### src/inc/cca_params.svh
// timing, reset and field constants for the counter/compare array
// assumes inclusion by the package and by design modules
// What this block does
// - reading low count byte snapshots the high byte for the next high read
// - count byte reads never disturb counting
// - three-bit select picks tick: clk/12, clk/4, timer0, ext falling, clk, osc/8
// - external oscillator is synchronised to the system clock, then divided by eight
// - counter wrap from all ones to zero sets overflow flag
// - overflow request only when its enable is set; flag stays until cleared
// - requests recognised only with global and block interrupt enables set
// - idle-suspend bit set halts the block during cpu idle
// - rising and falling select bits choose capture transitions
// - valid transition copies counter to module register and sets module flag
// - capture input level valid only after two stable clocks
// - with comparator and match enables, equality sets module flag outside frequency and 8-bit pwm modes
// - compare low write clears comparator enable, high write sets it
// - toggle mode with match enable set inverts module line on each 16-bit match
// - frequency mode matches low bytes, toggles, adds high byte into low
// - frequency mode high byte zero gives 256 tick interval
// - 8-bit pwm: high on low-byte match, low on low-byte wrap unless the high byte is zero
// - 8-bit pwm reloads module low byte from high byte on wrap
// - 16-bit pwm: high on full match, low on counter overflow
`ifndef CCA_PARAMS_SVH
`define CCA_PARAMS_SVH
`define CCA_DIV12        4'hb
`define CCA_DIV4         4'h3
`define CCA_OSC_DIV_TOP  3'h7
`define CCA_TB_DIV12     3'h0
`define CCA_TB_DIV4      3'h1
`define CCA_TB_T0        3'h2
`define CCA_TB_EXT       3'h3
`define CCA_TB_SYS       3'h4
`define CCA_TB_OSC8      3'h5
`define CCA_STABLE_CLKS  2'h2
`define CCA_COUNT_RESET  16'h0000
`define CCA_BYTE_RESET   8'h00
`endif

### src/inc/cca_pkg.sv
// types shared by the counter/compare array
// assumes cca_params.svh on the include path
`include "cca_params.svh"
package cca_pkg;
  typedef logic [15:0] cca_word_t;
  typedef logic [7:0]  cca_byte_t;
  typedef enum logic [2:0] {
    CCA_M_OFF, CCA_M_CAPT, CCA_M_TIMER, CCA_M_HSO, CCA_M_FREQ, CCA_M_PWM8, CCA_M_PWM16
  } cca_mode_e;
endpackage

### src/verilog/cca_module.sv
// one capture/compare module with its io line
// assumes counter and tick from the array, pin already synchronised
`timescale 1ns/100ps
module cca_module (
  input  wire logic             clk,
  input  wire logic             rst,
  input  wire logic             run,
  input  wire cca_pkg::cca_word_t count,
  input  wire logic             tick,
  input  wire logic             low_wrap,
  input  wire logic             ovf,
  input  wire logic             line_sync,
  input  wire logic             rising_capture_sel,
  input  wire logic             falling_capture_sel,
  input  wire logic             match_flag_enable,
  input  wire logic             output_toggle_enable,
  input  wire logic             pulse_mod_enable,
  input  wire logic             wide_pulse_mod_select,
  input  wire logic             wr_low,
  input  wire logic             wr_high,
  input  wire cca_pkg::cca_byte_t wr_data,
  input  wire logic             flag_clear,
  output cca_pkg::cca_word_t    compare_value,
  output logic                  comparator_enable,
  output logic                  module_event_flag,
  output logic                  module_io_line
);
  import cca_pkg::*;
  typedef struct packed {
    logic [1:0] hist;
    logic       level;
    cca_byte_t  lo;
    cca_byte_t  hi;
    logic       ecom;
    logic       flag;
    logic       out;
  } cca_mod_s;
  cca_mod_s st;
  cca_mod_s next_st;
  logic     rise;
  logic     fall;
  logic     capt_on;
  logic     match16;
  logic     match8;
  cca_word_t nxt;
  logic     pwm_hit16;
  logic     pwm_hit8;
  always_comb begin
    next_st = st;
    // pwm edges follow the count value being entered
    nxt       = count + 16'h0001;
    pwm_hit16 = tick && ({st.hi, st.lo} == nxt);
    pwm_hit8  = tick && (st.lo == nxt[7:0]);
    capt_on = rising_capture_sel | falling_capture_sel;
    match16 = tick && ({st.hi, st.lo} == count);
    match8  = tick && (st.lo == count[7:0]);
    rise = 1'b0;
    fall = 1'b0;
    next_st.hist = {st.hist[0], line_sync};
    if (st.hist == {2{line_sync}} && line_sync != st.level) begin
      next_st.level = line_sync;
      rise = line_sync;
      fall = ~line_sync;
    end
    if (flag_clear) begin
      next_st.flag = 1'b0;
    end
    if (run) begin
      if (capt_on && !st.ecom && ((rise && rising_capture_sel) || (fall && falling_capture_sel))) begin
        next_st.lo   = count[7:0];
        next_st.hi   = count[15:8];
        next_st.flag = 1'b1;
      end
      if (st.ecom && pulse_mod_enable && output_toggle_enable) begin
        if (match8) begin
          next_st.out = ~st.out;
          next_st.lo  = st.lo + st.hi;
        end
      end else if (st.ecom && pulse_mod_enable && wide_pulse_mod_select) begin
        if (pwm_hit16) begin
          next_st.out = 1'b1;
        end else if (ovf) begin
          next_st.out = 1'b0;
        end
        if (pwm_hit16 && match_flag_enable) begin
          next_st.flag = 1'b1;
        end
      end else if (st.ecom && pulse_mod_enable) begin
        if (low_wrap) begin
          next_st.out = (st.hi == 8'h00);
          next_st.lo  = st.hi;
        end else if (pwm_hit8) begin
          next_st.out = 1'b1;
        end
      end else if (st.ecom && match16) begin
        if (match_flag_enable) begin
          next_st.flag = 1'b1;
        end
        if (output_toggle_enable && match_flag_enable) begin
          next_st.out = ~st.out;
        end
      end
    end
    if (wr_low) begin
      next_st.lo   = wr_data;
      next_st.ecom = 1'b0;
    end
    if (wr_high) begin
      next_st.hi   = wr_data;
      next_st.ecom = 1'b1;
    end
    if (rst) begin
      next_st = '0;
      next_st.level = 1'b1;
      next_st.hist  = 2'h3;
    end
  end
  always_ff @(posedge clk) begin
    st <= next_st;
  end
  assign compare_value     = {st.hi, st.lo};
  assign comparator_enable = st.ecom;
  assign module_event_flag = st.flag;
  assign module_io_line    = st.out;
  ecom_write_a: assert property (@(posedge clk) disable iff (rst)
    wr_high |=> comparator_enable) else $error("high write did not enable comparator");
endmodule

### src/verilog/cca_array.sv
// counter array: 16-bit timebase counter and six capture/compare modules
// assumes pins asynchronous, control bits from the same clock domain
`timescale 1ns/100ps
module cca_array #(
  parameter int NUM_MODULES = 6
) (
  input  wire logic                    clk,
  input  wire logic                    rst,
  input  wire logic                    count_run_ctl,
  input  wire logic [2:0]              timebase_select,
  input  wire logic                    idle_suspend_ctl,
  input  wire logic                    cpu_idle,
  input  wire logic                    timer0_overflow,
  input  wire logic                    external_count_input,
  input  wire logic                    ext_osc_clock,
  input  wire logic                    overflow_irq_enable,
  input  wire logic                    global_irq_enable,
  input  wire logic                    array_irq_enable,
  input  wire logic                    overflow_flag_clear,
  input  wire logic                    count_low_read,
  input  wire logic                    count_high_read,
  input  wire logic [NUM_MODULES-1:0]  module_io_in,
  input  wire logic [NUM_MODULES-1:0]  module_irq_enable,
  input  wire logic [NUM_MODULES-1:0]  rising_capture_sel,
  input  wire logic [NUM_MODULES-1:0]  falling_capture_sel,
  input  wire logic [NUM_MODULES-1:0]  match_flag_enable,
  input  wire logic [NUM_MODULES-1:0]  output_toggle_enable,
  input  wire logic [NUM_MODULES-1:0]  pulse_mod_enable,
  input  wire logic [NUM_MODULES-1:0]  wide_pulse_mod_select,
  input  wire logic [NUM_MODULES-1:0]  module_compare_low_wr,
  input  wire logic [NUM_MODULES-1:0]  module_compare_high_wr,
  input  wire cca_pkg::cca_byte_t      wr_data,
  input  wire logic [NUM_MODULES-1:0]  module_flag_clear,
  output cca_pkg::cca_byte_t           count_read_data,
  output cca_pkg::cca_word_t           counter_array,
  output logic                         count_overflow_flag,
  output logic [NUM_MODULES-1:0]       module_event_flag,
  output logic [NUM_MODULES-1:0]       comparator_enable,
  output logic [NUM_MODULES-1:0]       module_io_line,
  output logic [16*NUM_MODULES-1:0]    module_compare_value,
  output logic                         irq_request
);
  import cca_pkg::*;
  typedef struct packed {
    logic [1:0]  ext_sync;
    logic [1:0]  osc_sync;
    logic        ext_prev;
    logic        osc_prev;
    logic [2:0]  osc_div;
    logic [3:0]  pre;
    cca_word_t   count;
    cca_byte_t   snap;
    cca_byte_t   rdata;
    logic        cf;
    logic [NUM_MODULES-1:0] io_s1;
    logic [NUM_MODULES-1:0] io_s2;
  } cca_top_s;
  cca_top_s st;
  cca_top_s next_st;
  logic     run;
  logic     tick;
  logic     ovf;
  logic     low_wrap;
  logic     pre_hit;
  logic [NUM_MODULES-1:0] flags;

  function automatic logic pre_wrap(input logic [3:0] p, input logic [3:0] top);
    pre_wrap = (p == top);
  endfunction

  always_comb begin
    next_st = st;
    run = count_run_ctl && !(cpu_idle && idle_suspend_ctl);
    next_st.ext_sync = {st.ext_sync[0], external_count_input};
    next_st.osc_sync = {st.osc_sync[0], ext_osc_clock};
    next_st.ext_prev = st.ext_sync[1];
    next_st.osc_prev = st.osc_sync[1];
    if (st.osc_sync[1] && !st.osc_prev) begin
      next_st.osc_div = st.osc_div + 3'h1;
    end
    next_st.io_s1 = module_io_in;
    next_st.io_s2 = st.io_s1;
    pre_hit = 1'b0;
    case (timebase_select)
      `CCA_TB_DIV12: pre_hit = pre_wrap(st.pre, `CCA_DIV12);
      `CCA_TB_DIV4:  pre_hit = pre_wrap(st.pre, `CCA_DIV4);
      `CCA_TB_T0:    pre_hit = timer0_overflow;
      `CCA_TB_EXT:   pre_hit = st.ext_prev && !st.ext_sync[1];
      `CCA_TB_SYS:   pre_hit = 1'b1;
      `CCA_TB_OSC8:  pre_hit = st.osc_sync[1] && !st.osc_prev && st.osc_div == `CCA_OSC_DIV_TOP;
      default:       pre_hit = 1'b0;
    endcase
    if (run) begin
      if (pre_hit || st.pre >= `CCA_DIV12) begin
        next_st.pre = 4'h0;
      end else begin
        next_st.pre = st.pre + 4'h1;
      end
    end
    tick     = run && pre_hit;
    ovf      = tick && (st.count == 16'hffff);
    low_wrap = tick && (st.count[7:0] == 8'hff);
    if (tick) begin
      next_st.count = st.count + 16'h0001;
    end
    if (count_low_read) begin
      next_st.snap  = st.count[15:8];
      next_st.rdata = st.count[7:0];
    end else if (count_high_read) begin
      next_st.rdata = st.snap;
    end
    if (overflow_flag_clear) begin
      next_st.cf = 1'b0;
    end
    if (ovf) begin
      next_st.cf = 1'b1;
    end
    if (rst) begin
      next_st = '0;
      next_st.count = `CCA_COUNT_RESET;
      next_st.snap  = `CCA_BYTE_RESET;
    end
  end

  always_ff @(posedge clk) begin
    st <= next_st;
  end

  for (genvar i = 0; i < NUM_MODULES; i++) begin : g_mod
    cca_module u_mod (
      .clk                   (clk),
      .rst                   (rst),
      .run                   (run),
      .count                 (st.count),
      .tick                  (tick),
      .low_wrap              (low_wrap),
      .ovf                   (ovf),
      .line_sync             (st.io_s2[i]),
      .rising_capture_sel    (rising_capture_sel[i]),
      .falling_capture_sel   (falling_capture_sel[i]),
      .match_flag_enable     (match_flag_enable[i]),
      .output_toggle_enable  (output_toggle_enable[i]),
      .pulse_mod_enable      (pulse_mod_enable[i]),
      .wide_pulse_mod_select (wide_pulse_mod_select[i]),
      .wr_low                (module_compare_low_wr[i]),
      .wr_high               (module_compare_high_wr[i]),
      .wr_data               (wr_data),
      .flag_clear            (module_flag_clear[i]),
      .compare_value         (module_compare_value[16*i +: 16]),
      .comparator_enable     (comparator_enable[i]),
      .module_event_flag     (flags[i]),
      .module_io_line        (module_io_line[i])
    );
  end

  assign module_event_flag   = flags;
  assign counter_array       = st.count;
  assign count_read_data     = st.rdata;
  assign count_overflow_flag = st.cf;
  assign irq_request = global_irq_enable && array_irq_enable &&
                       ((st.cf && overflow_irq_enable) || |(flags & module_irq_enable));

  overflow_flag_a: assert property (@(posedge clk) disable iff (rst)
    (tick && counter_array == 16'hffff) |=> (count_overflow_flag && counter_array == 16'h0000))
    else $error("wrap did not set overflow flag");
  snapshot_read_a: assert property (@(posedge clk) disable iff (rst)
    count_low_read ##1 (count_high_read && !count_low_read) |=>
    count_read_data == $past(counter_array[15:8], 2))
    else $error("high read lost snapshot");
  count_hold_a: assert property (@(posedge clk) disable iff (rst)
    !count_run_ctl |=> counter_array == $past(counter_array))
    else $error("counter moved while stopped");
  sys_tick_a: assert property (@(posedge clk) disable iff (rst)
    (count_run_ctl && !cpu_idle && timebase_select == `CCA_TB_SYS) |=>
    counter_array == $past(counter_array) + 16'h0001)
    else $error("sys timebase not counting");
  irq_gate_a: assert property (@(posedge clk) disable iff (rst)
    irq_request |-> (global_irq_enable && array_irq_enable))
    else $error("irq without enables");
  flag_sticky_a: assert property (@(posedge clk) disable iff (rst)
    (count_overflow_flag && !overflow_flag_clear) |=> count_overflow_flag)
    else $error("overflow flag dropped");
  idle_hold_a: assert property (@(posedge clk) disable iff (rst)
    (cpu_idle && idle_suspend_ctl) |=> counter_array == $past(counter_array))
    else $error("counted in idle");
  read_count_a: assert property (@(posedge clk) disable iff (rst)
    ((count_low_read || count_high_read) && count_run_ctl && !cpu_idle &&
     timebase_select == `CCA_TB_SYS) |=> counter_array == $past(counter_array) + 16'h0001)
    else $error("read changed counter");
endmodule

### config.mk
export PLATFORM = sky130hd
export DESIGN_NAME = cca_array
export DESIGN_NICKNAME = d
export VERILOG_FILES = /design/src/inc/cca_pkg.sv /design/src/verilog/cca_module.sv /design/src/verilog/cca_array.sv
export VERILOG_INCLUDE_DIRS = /design/src /design/src/inc
export SDC_FILE = /design/constraint.sdc
export NUM_CORES = 1
export LEC_CHECK = 0
export BUFFER_PORTS_ARGS = -buffer_cell sky130_fd_sc_hd__buf_2
export CAP_MARGIN = 30
export CORE_MARGIN = 2
export CORE_UTILIZATION = 35
export CTS_CLUSTER_DIAMETER = 100
export DETAILED_ROUTE_END_ITERATION = 7
export PLACE_DENSITY = 0.54
export SYNTH_ARGS = -nofsm -noshare
export SYNTH_HDL_FRONTEND = slang
export SYNTH_SLANG_ARGS = --single-unit
### constraint.sdc
create_clock -name clk -period 2.4 [get_ports clk]
set_input_delay 0.24 -clock clk [delete_from_list [all_inputs] [get_ports clk]]
set_output_delay 0.24 -clock clk [all_outputs]
set_load 0.005 [all_outputs]
* Word-level counts from Yosys, hierarchy flattened
Index checks and enable logic that the tools add are counted.
W data, S select, Z words.
** Storage, ports and cells
- Flip-flop bits (word level) :: 190
- Input port bits :: 91
- Output and inout port bits :: 140
- Word-level logic and storage cells :: 498
** Cells by class
- Add/sub/neg operators :: 9
- Magnitude comparators :: 1
- Equality and inequality tests :: 64
- Muxes and demuxes :: 175
- Bitwise logic cells :: 19
- Reduce and logical (&&, ||, !) cells :: 176
** Operators by type and width (number)
- $mux W8 :: 38
- $eq A16 B16 Y1 :: 12
- $mux W16 :: 12
- $logic_and A1 B1 Y1 :: 101
- $mux W1 :: 99
- $eq A8 B8 Y1 :: 12
- $mux W9 :: 6
- $reduce_bool A2 Y1 :: 26
- $add A8 B8 Y8 :: 6
- $logic_not A8 Y1 :: 6
- $reduce_bool A4 Y1 :: 12
- $mux W2 :: 18
- $reduce_and A6 Y1 :: 6
- $ne A5 B4 Y1 const B :: 5
- $ne A4 B2 Y1 const B :: 5
- $add A16 B1 Y16 const B :: 1
- $eq A16 B16 Y1 const B :: 1
- $eq A2 B2 Y1 :: 6
- $ne A2 B1 Y1 const B :: 6
- $not A1 Y1 :: 12
- $reduce_and A2 Y1 :: 6
- $eq A3 B3 Y1 const B :: 3
- $logic_not A1 Y1 :: 9
- $eq A8 B8 Y1 const B :: 1
- other kinds (17) :: 35

* Logic depth before layout (Yosys ltp)
Gate-level depths: netlist (run 1).
- Word-level depth :: 13
- Depth in mapped cells :: 12
- Mapped depth without buffers :: 11

* Cells and area by module
From an unflattened synthesis (run 1), not the netlist that was laid out.
** Second synthesis, totals
- Cell total of the unflattened synthesis :: 2148
- Area, all modules :: 16523.3 µm²
** By module, submodules not included
- cca_module at g_mod[1].u_mod ... :: times used 3, cells each 302, area an instance 2296.0 µm², seq. area each 440.4 µm²
- cca_module at g_mod[4].u_mod ... :: times used 2, cells each 324, area an instance 2374.8 µm², seq. area each 440.4 µm²
- cca_array :: times used 1, cells each 291, area an instance 2626.3 µm², seq. area each 1161.1 µm²
- cca_module at g_mod[0].u_mod :: times used 1, cells each 303, area an instance 2259.7 µm², seq. area each 440.4 µm²

* Least setup slack after synthesis (run 1)
OpenSTA, ideal clock, no wires.
- Path kind :: register to register
- Start :: register st (netlist bit counter_array[0])
- End :: register g_mod[2].u_mod.st (netlist bit g_mod[2].u_mod.compare_value[6])
- Setup time :: 0.088 ns
- Arrival time :: 2.531 ns
- Data required time :: 2.312 ns
- Setup slack :: -0.219 ns
- Cell stages (with the launch flop) :: 11
- Path buffers :: 2
- Cell sequence :: dfxtp_1 ha_1 buf_2 nand3_2 nor3_4 nand4_1 or4_1 buf_2 a31oi_4 nor2_1 o32ai_2
** On the way
- Longest elaborated chain between the ends :: 8
- Elaborated cells on any way between the ends :: 11
** Ends and longest elaborated chain
- start, declared :: line cca_array.sv:58 : cca_top_s st;
- start signal, assigned :: line cca_array.sv:126 : st <= next_st;
- $eq A8 B8 Y1 :: line cca_array.sv:102 : low_wrap = tick && (st.count[7:0] == 8'hff);
- $logic_and A1 B1 Y1 :: line cca_array.sv:102
- $mux W8 :: line cca_module.sv:89 : if (low_wrap) begin
- $mux W8 :: line cca_module.sv:88 : end else if (st.ecom && pulse_mod_enable) begin
- $mux W8 :: line cca_module.sv:79 : end else if (st.ecom && pulse_mod_enable && wide_pulse_mod_select) begin
- $mux W8 * :: line cca_module.sv:74 : if (st.ecom && pulse_mod_enable && output_toggle_enable) begin
- $mux W16 * :: line cca_module.sv:68 : if (run) begin
- $mux W8 * :: line cca_module.sv:104 : if (wr_low) begin
- end signal, assigned :: line cca_module.sv:119 : st <= next_st;
- end, declared :: line cca_module.sv:38 : cca_mod_s st;
Every way passes the cells marked *; elsewhere a longest branch is shown, timed or not. The select of a mux whose other input is x is not followed.
A chain may end at the register's enable or synchronous reset.

* Worst setup path in the final report (run 1)
- Start :: register st (netlist bit counter_array[1])
- End :: register g_mod[0].u_mod.st (netlist bit g_mod[0].u_mod.module_event_flag)
** On the way
- Longest elaborated chain between the ends :: 8
- Elaborated cells on any way between the ends :: 13
** Ends and longest elaborated chain (line)
- $add A16 B1 Y16 / $eq A16 B16 Y1 (equally long branches) :: cca_module.sv:51, cca_module.sv:55
- $eq A16 B16 Y1 / $logic_and A1 B1 Y1 (equally long branches) :: cca_module.sv:52, cca_module.sv:55
- $logic_and A1 B1 Y1 (on tied branches) :: cca_module.sv:52, cca_module.sv:95
- $logic_and A1 B1 Y1 / $mux W2 (equally long branches) :: cca_module.sv:85, cca_module.sv:95
- $mux W1 (on tied branches) :: cca_module.sv:85, cca_module.sv:88
- $mux W2 * :: cca_module.sv:79
- $mux W1 * :: cca_module.sv:74
- $mux W2 * :: cca_module.sv:68
- end signal, assigned :: cca_module.sv:119
- end, declared :: cca_module.sv:38
Marks and branches as above.

==> results of run 1 <==
## cells in the mapped netlist (all sizes together) (6+ instances only)
master	number	area share (%)
o2111ai	8	0.43
a221oi	29	1.6
or4	11	0.53
a2111oi	6	0.32
nor3	58	1.9
xnor2	146	7.9
nor4	35	1.6
nor3b	8	0.40
nand4	31	1.4
xnor3	17	2.3
a21oi	163	5.0
nand2	114	2.6
buf	192	7.9
nand3	49	1.6
mux2i	82	5.0
a22oi	10	0.46
or3	13	0.50
o21bai	14	0.64
a31oi	11	0.51
nand2b	14	0.53
mux2	7	0.48
nor2b	32	1.2
ha	46	3.5
o22ai	24	0.92
and2	9	0.36
dfxtp	190	23
or2	16	0.61
o211ai	13	0.60
fa	6	0.73
inv	66	1.5
o32ai	6	0.37
a21o	18	0.82
nor4b	8	0.43
o21ai	55	1.7
o221ai	8	0.43
and4	13	0.69
nor2	232	5.4
o31ai	10	0.52
a211oi	38	1.7
o21a	13	0.60
xor2	59	3.2
clkbuf	104	2.4
a221o	8	0.49
nand3b	6	0.27
and3	26	0.99
## per-layer routing
layer / vias up / global-route usage [%]
li1: 8218 / -
met1: 8693 / 39.6
met2: 860 / 48.3
met3: 150 / 5.73
met4: 0 / 13.0
met5: - / 0
## through the flow
stage | utilization, % | TNS (ns) | setup slack (ns) | std cells | cell area [sq um]
finish | 48.2 | -5.84 | -0.274 | 3145 | 22400
global route | 48.2 | -11.34 | -0.374 | 3145 | 22400
CTS | 46.4 | -4.59 | -0.188 | 3113 | 21500
detailed placement | 42.9 | -19.29 | -0.533 | 3037 | 19900
global placement | 42.9 | -17.73 | -0.474 | 3037 | 19900
floorplan | - | -0.167 | -0.0556 | 2089 | 16500
## cells by family after synthesis
group           Yosys count  share of synthesized area, %
buf+inv                 362                          11.8
flops                   190                          23.2
xor+xnor                222                          13.4
mux                      89                          5.49
fa+ha+maj                52                          4.24
compound gates          484                          19.9
simple gates            690                          22.0
## flip-flops by register name, summed over array words and instances, names as in the netlist
name / count
g_mod.u_mod.module_event_flag: 6
st: 33
counter_array: 16
g_mod.u_mod.compare_value: 96
g_mod.u_mod.st: 18
count_read_data: 8
g_mod.u_mod.module_io_line: 6
count_overflow_flag: 1
g_mod.u_mod.comparator_enable: 6
## path summary, 6_finish.rpt
check | startpoint | endpoint | slack, ns | cells after the start
worst min register to register | st[54]$_SDFF_PP0_ | st[55]$_SDFF_PP0_ | 0.44 | 1
worst max-delay path | counter_array[1]$_SDFFE_PP0P_ | g_mod[0].u_mod.module_event_flag$_SDFF_PP0_ | -0.27 | 11
worst min-delay path | overflow_flag_clear | count_overflow_flag$_SDFFE_PP0P_ | 0.03 | 3
worst max register to register | counter_array[1]$_SDFFE_PP0P_ | g_mod[0].u_mod.module_event_flag$_SDFF_PP0_ | -0.27 | 11
## worst max-delay path, delay by kind of cell, from the launching register on
family	cells	cell delay, ns
flip-flops	1	0.39
adder cells (fa/ha/maj)	1	0.16
buffers and inverters	2	0.29
AND/OR/NAND/NOR	4	1.14
XOR/XNOR	1	0.06
AO/OA/AOI/OAI	3	0.54
## repair_timing
action                                  4_1_cts  5_1_grt
pin swaps                                    70       72
gates resized for setup                     160      129
hold endpoints to repair                      8        0
gates cloned                                  0        1
endpoints found under the setup margin       66       61
hold buffers                                  8        0
setup buffers                                36       31
## report_power, final
| group | internal (mW) | switching [mW] | total (mW) |
|---|---|---|---|
| Combinational | 1.10 | 1.33 | 2.43 |
| Clock | 1.40 | 1.52 | 2.91 |
| Sequential | 3.30 | 0.174 | 3.47 |
| Total | 5.79 | 3.02 | 8.82 |
## cell type report
cell class / instances / share of cell area (%)
diodes: 2 / 0.0224
clock buffers: 19 / 1.98
clock inverters: 13 / 0.554
inverters: 66 / 1.11
multi-input cells: 1537 / 52.2
flip-flops and latches: 190 / 17.2
well taps: 607 / 3.40
repair buffers: 711 / 23.5
==> impl_metrics.tcl, run 1 <==
set metrics [dict create \
    status "finished with violations" \
    violations "setup timing" \
    crit_type "reg -> reg" \
    top_layer "met4" \
    wl_met1_um 31700 \
    path_cells "ha_4 > buf_6 > nand4_1 > buf_4 > o31ai_4 > and2_4 > xnor2_1 > or4_4 > nor4_4 > o2111ai_2 > a21oi_1" \
    synth.avg_cell_area_sq_um 7.85 \
    crit_path_max_incr_delay_ns 0.52 \
    numCtsBuffers 17 \
    hold_viol_final 0 \
    final_max_slew_viol_count 0 \
    insertion_delay_ns 0.49 \
    dpl.hpwl_um 56600 \
    drive_above_1_share_pct 37.7 \
    max_clock_freq_ghz 0.374 \
    layout_common_cells "buf_4, buf_2, nor2_1" \
    wl_met3_um 6010 \
    synth-seq-area-share_pct 23.2 \
    ant_nets 0 \
    routed_wl_um 75000 \
    vias 17900 \
    io_pins 231 \
    synth_edf_count 0 \
    h-tree-depth 4 \
    max_slew_margin_pct 53.5 \
    required_ns 2.80 \
    route.detailed.drc 0 \
    cts.sinks 190 \
    clk_pin_slew_ns 0.07 \
    final.setup_skew_ns 0.0162 \
    cap_violations 0 \
    cp.arrival_ns 3.08 \
    place_congestion 0.987 \
    grt_util_all_layers_pct 30.2 \
    rsz0062_at_grt "true" \
    dieWidth_um 220 \
    grt_antenna_before_repair 1 \
    cp_slowest_cell "or4_4" \
    yosysUniqueCellTypes 101 \
    seqCellArea_sq_um 3860 \
    dr.pass1.iters 6 \
    worstPathMaxFanout 6 \
    p_per_area_nw_per_um2 394 \
    clk_root_buffer_cell "clkbuf_16" \
    cts_tree "done" \
    nets 2666 \
    globalRoute.totalOverflow 0 \
    worst-slew-pin-transition_ns 0.698 \
    synth_area_sq_um 16400 \
    multi_input_area_sq_um 11700 \
    area_growth_pct 36.5 \
    nFillCells 4574 \
    yosys_warnings 0 \
    die-area_sq_um 48600 \
    initial_core_util_pct 35.4 \
    grt_max_degree 121 \
    p_total_mw 8.82 \
    fp-row-count 79 \
    port_buffers 230 \
    period_needed_ns 2.67 \
    dr.first_iter.drc_count 1790 \
    holdWs_ns 0.0256 \
    layout_commonest_cell "buf_4" \
    p_leak_nw 9.76 \
    fin_ws_ns -0.274 \
    grt_pass1_wl_um 109000 \
    ys_ff_latch 190 \
    post-route-period-util_pct 111 \
    min_path_type "in -> reg" \
    routedWlPerCell_um 23.9 \
    dr_wl_met2_um 34100 \
    grt_pass1_vias 16900 \
    async_flop_share_pct 0 \
    setup_viol 53 \
    critPathLaunchType "flop" \
    peakVddDrop_uv 581 \
    syn_inst 2089 \
    synth_ff_type "dfxtp_1" \
    cts_max_path_buffers 2 \
    cp-end-kind "flop" \
    die_h_um 220 \
    synth_nets 2232 \
    core_sq_um 46400 \
    vias_per_cell 5.70 \
]
(Power assumes the default switching activity.)
==> inputs of run 2 (changes only) <==
--- a/config.mk
+++ b/config.mk
@@ -12,7 +12,9 @@
 export CORE_UTILIZATION = 35
 export CTS_CLUSTER_DIAMETER = 100
 export DETAILED_ROUTE_END_ITERATION = 7
+export GPL_TIMING_DRIVEN = 0
 export PLACE_DENSITY = 0.54
+export RECOVER_POWER = 100
 export SYNTH_ARGS = -nofsm -noshare
 export SYNTH_HDL_FRONTEND = slang
 export SYNTH_SLANG_ARGS = --single-unit
==> run 2 against run 1 <==
Effect of this change: the run still ends with setup timing left; power rose by 2.5%; combinational power rose by 3%; critical path depth up 1; die area is the same; clock power barely moved; non-clock buffer count increased by 25; fmax down 6.5%; flip-flop and latch count stayed put; register-to-register slack worse by 0.19 ns; cell count rose by 0.76%; via count is 5.5% higher; count of clock-buffer cells in the layout is 2 higher; critical path type unchanged; largest cell class unchanged; largest power group unchanged.
==> impl_metrics.tcl, run 2 (synthesized netlist as in run 1, its figures left out) <==
set metrics [dict create \
    required_ns 2.85 \
    dr.pass1.iters 6 \
    place_congestion 1.01 \
    path_cells "ha_4 > nand3_4 > nor3_4 > buf_12 > buf_8 > buf_4 > xnor3_1 > o2111ai_1 > or4_1 > nor4_2 > o2111a_1 > o31a_1" \
    grt_max_degree 18 \
    final_max_slew_viol_count 0 \
    area_growth_pct 40.6 \
    post-route-period-util_pct 119 \
    ant_nets 0 \
    drive_above_1_share_pct 36.1 \
    clk_pin_slew_ns 0.09 \
    layout_common_cells "nor2_1, buf_2, buf_4" \
    vias_per_cell 5.97 \
    grt_pass1_vias 17600 \
    nets 2692 \
    h-tree-depth 4 \
    max_clock_freq_ghz 0.350 \
    hold_viol_final 0 \
    internal-power_mw 5.80 \
    die-area_sq_um 48600 \
    insertion_delay_ns 0.52 \
    dpl.hpwl_um 64400 \
    switching_share_pct 35.8 \
    nFillCells 4525 \
    routed_wl_um 88900 \
    worstPathMaxFanout 5 \
    numCtsBuffers 17 \
    grt_util_all_layers_pct 35.7 \
    clk_root_buffer_cell "clkbuf_16" \
    crit_type "reg -> reg" \
    fp-row-count 79 \
    violations "setup timing" \
    p_per_area_nw_per_um2 392 \
    final.setup_skew_ns 0.0149 \
    initial_core_util_pct 35.4 \
    status "finished with violations" \
    cts_max_path_buffers 2 \
    cap_violations 0 \
    rsz0062_at_grt "true" \
    io_pins 231 \
    layout_commonest_cell "nor2_1" \
    globalRoute.totalOverflow 0 \
    period_needed_ns 2.86 \
    grt_pass1_wl_um 123000 \
    routedWlPerCell_um 28.0 \
    cp-end-kind "flop" \
    port_buffers 217 \
    switchingPower_mw 3.24 \
    cts_tree "done" \
    critPathLaunchType "flop" \
    combPwrFrac_pct 27.7 \
    worst-slew-pin-transition_ns 1.05 \
    core_sq_um 46400 \
    crit_path_max_incr_delay_ns 0.52 \
    largest_reg_flops 96 \
    min_path_type "in -> reg" \
    seq_power_share_pct 39.9 \
    p_leak_nw 9.70 \
    route.detailed.drc 0 \
    dr.first_iter.drc_count 2083 \
    cts.sinks 190 \
    grt_antenna_before_repair 2 \
    cp_slowest_cell "or4_1" \
    peakVddDrop_uv 450 \
    setup_viol 62 \
    setup_tns_ns -14.34 \
    n_antenna_cell 0 \
    fin_ws_ns -0.459 \
    dieWidth_um 220 \
    cp.arrival_ns 3.30 \
    crit_family "simple AND/OR/NAND/NOR gates" \
    clock_power_share_pct 32.3 \
    path_buf_inv 3 \
    die_h_um 220 \
    p_total_mw 9.03 \
    vias 18900 \
    max_slew_margin_pct 30.0 \
]
[run 2: changes by cell type in the layout (fill, tap and decap cells not counted), sizes merged]
| cell | before | now |
|---|---|---|
| buf | 702 | 504 |
| diode | 2 | 0 |
| inv | 73 | 70 |
| clkdlybuf4s15 | 0 | 1 |
| clkbuf | 20 | 242 |
| clkinvlp | 1 | 2 |
| dlygate4sd3 | 8 | 10 |
| and2 | 9 | 10 |
[run 2: area by class of cell]
| type | instances | area [sq um] | share of cell area, % |
|---|---|---|---|
| Multi-Input combinational cell | 1538 | 12200 | 53.0 |
| Sequential cell | 190 | 3850 | 16.7 |
| Timing Repair Buffer | 450 | 3460 | 15.0 |
| Buffer | 286 | 1980 | 8.59 |
| Tap cell | 607 | 759 | 3.29 |
| Clock buffer | 21 | 450 | 1.95 |
| Inverter | 66 | 248 | 1.07 |
| Clock inverter | 11 | 104 | 0.451 |
[run 2: through the flow]
step	std cells	worst slack (ns)	utilization [%]	hold slack, ns	cell area (sq um)
after global routing	3169	-0.489	49.7	0.0444	23000
after CTS	3083	-0.423	46.6	0.00431	21600
after global placement	2913	-1.72	39.6	0.417	18400
after detailed placement	2947	-1.68	40.7	0.426	18900
after floorplan	2089	-0.0556	-	0.368	16500
final	3169	-0.459	49.7	0.0213	23000
[run 2: timing repair]
item                                    CTS  global route
setup buffers                            98            93
gates resized for setup                 299           204
endpoints found under the setup margin  113           100
pin swaps                               110           119
cloned                                    4             0
hold buffers                             10             0
hold endpoints to repair                 10             0
[run 2: path summary, 6_finish.rpt]
path                                 start                                          end  slack [ns]  depth (start not counted)
max          counter_array[0]$_SDFFE_PP0P_  g_mod[2].u_mod.module_event_flag$_SDFF_PP0_       -0.46                         12
min                   match_flag_enable[0]  g_mod[0].u_mod.module_event_flag$_SDFF_PP0_        0.02                          3
max reg2reg  counter_array[0]$_SDFFE_PP0P_  g_mod[2].u_mod.module_event_flag$_SDFF_PP0_       -0.46                         12
min reg2reg               st[6]$_SDFF_PP0_                             st[0]$_SDFF_PP0_        0.44                          1
[run 2: routing by layer]
metal	vias to the layer above	track usage [%]	wire (um)
met5	-	0	16
met4	2	24.8	6960
met3	302	7.13	8910
met2	1120	54.1	38500
met1	9181	45.4	34500
li1	8300	-	-
[run 2: power groups by stage]
stage	Clock [mW]	Combinational [mW]	Sequential [mW]
final	2.92	2.51	3.61
after global routing	3.06	2.67	3.62
after CTS	2.96	2.30	3.60
after detailed placement	0	2.11	3.66
after global placement	0	2.03	3.66
after floorplan	0	1.36	3.53
[run 2: worst register-to-register path, stage by stage (launching register included)]
cell and delay [ns]:
dfxtp_4 0.38, ha_4 0.20, nand3_4 0.16, nor3_4 0.19, buf_12 0.15, buf_8 0.12, buf_4 0.12, xnor3_1 0.16
o2111ai_1 0.11, or4_1 0.52, nor4_2 0.24, o2111a_1 0.22, o31a_1 0.22
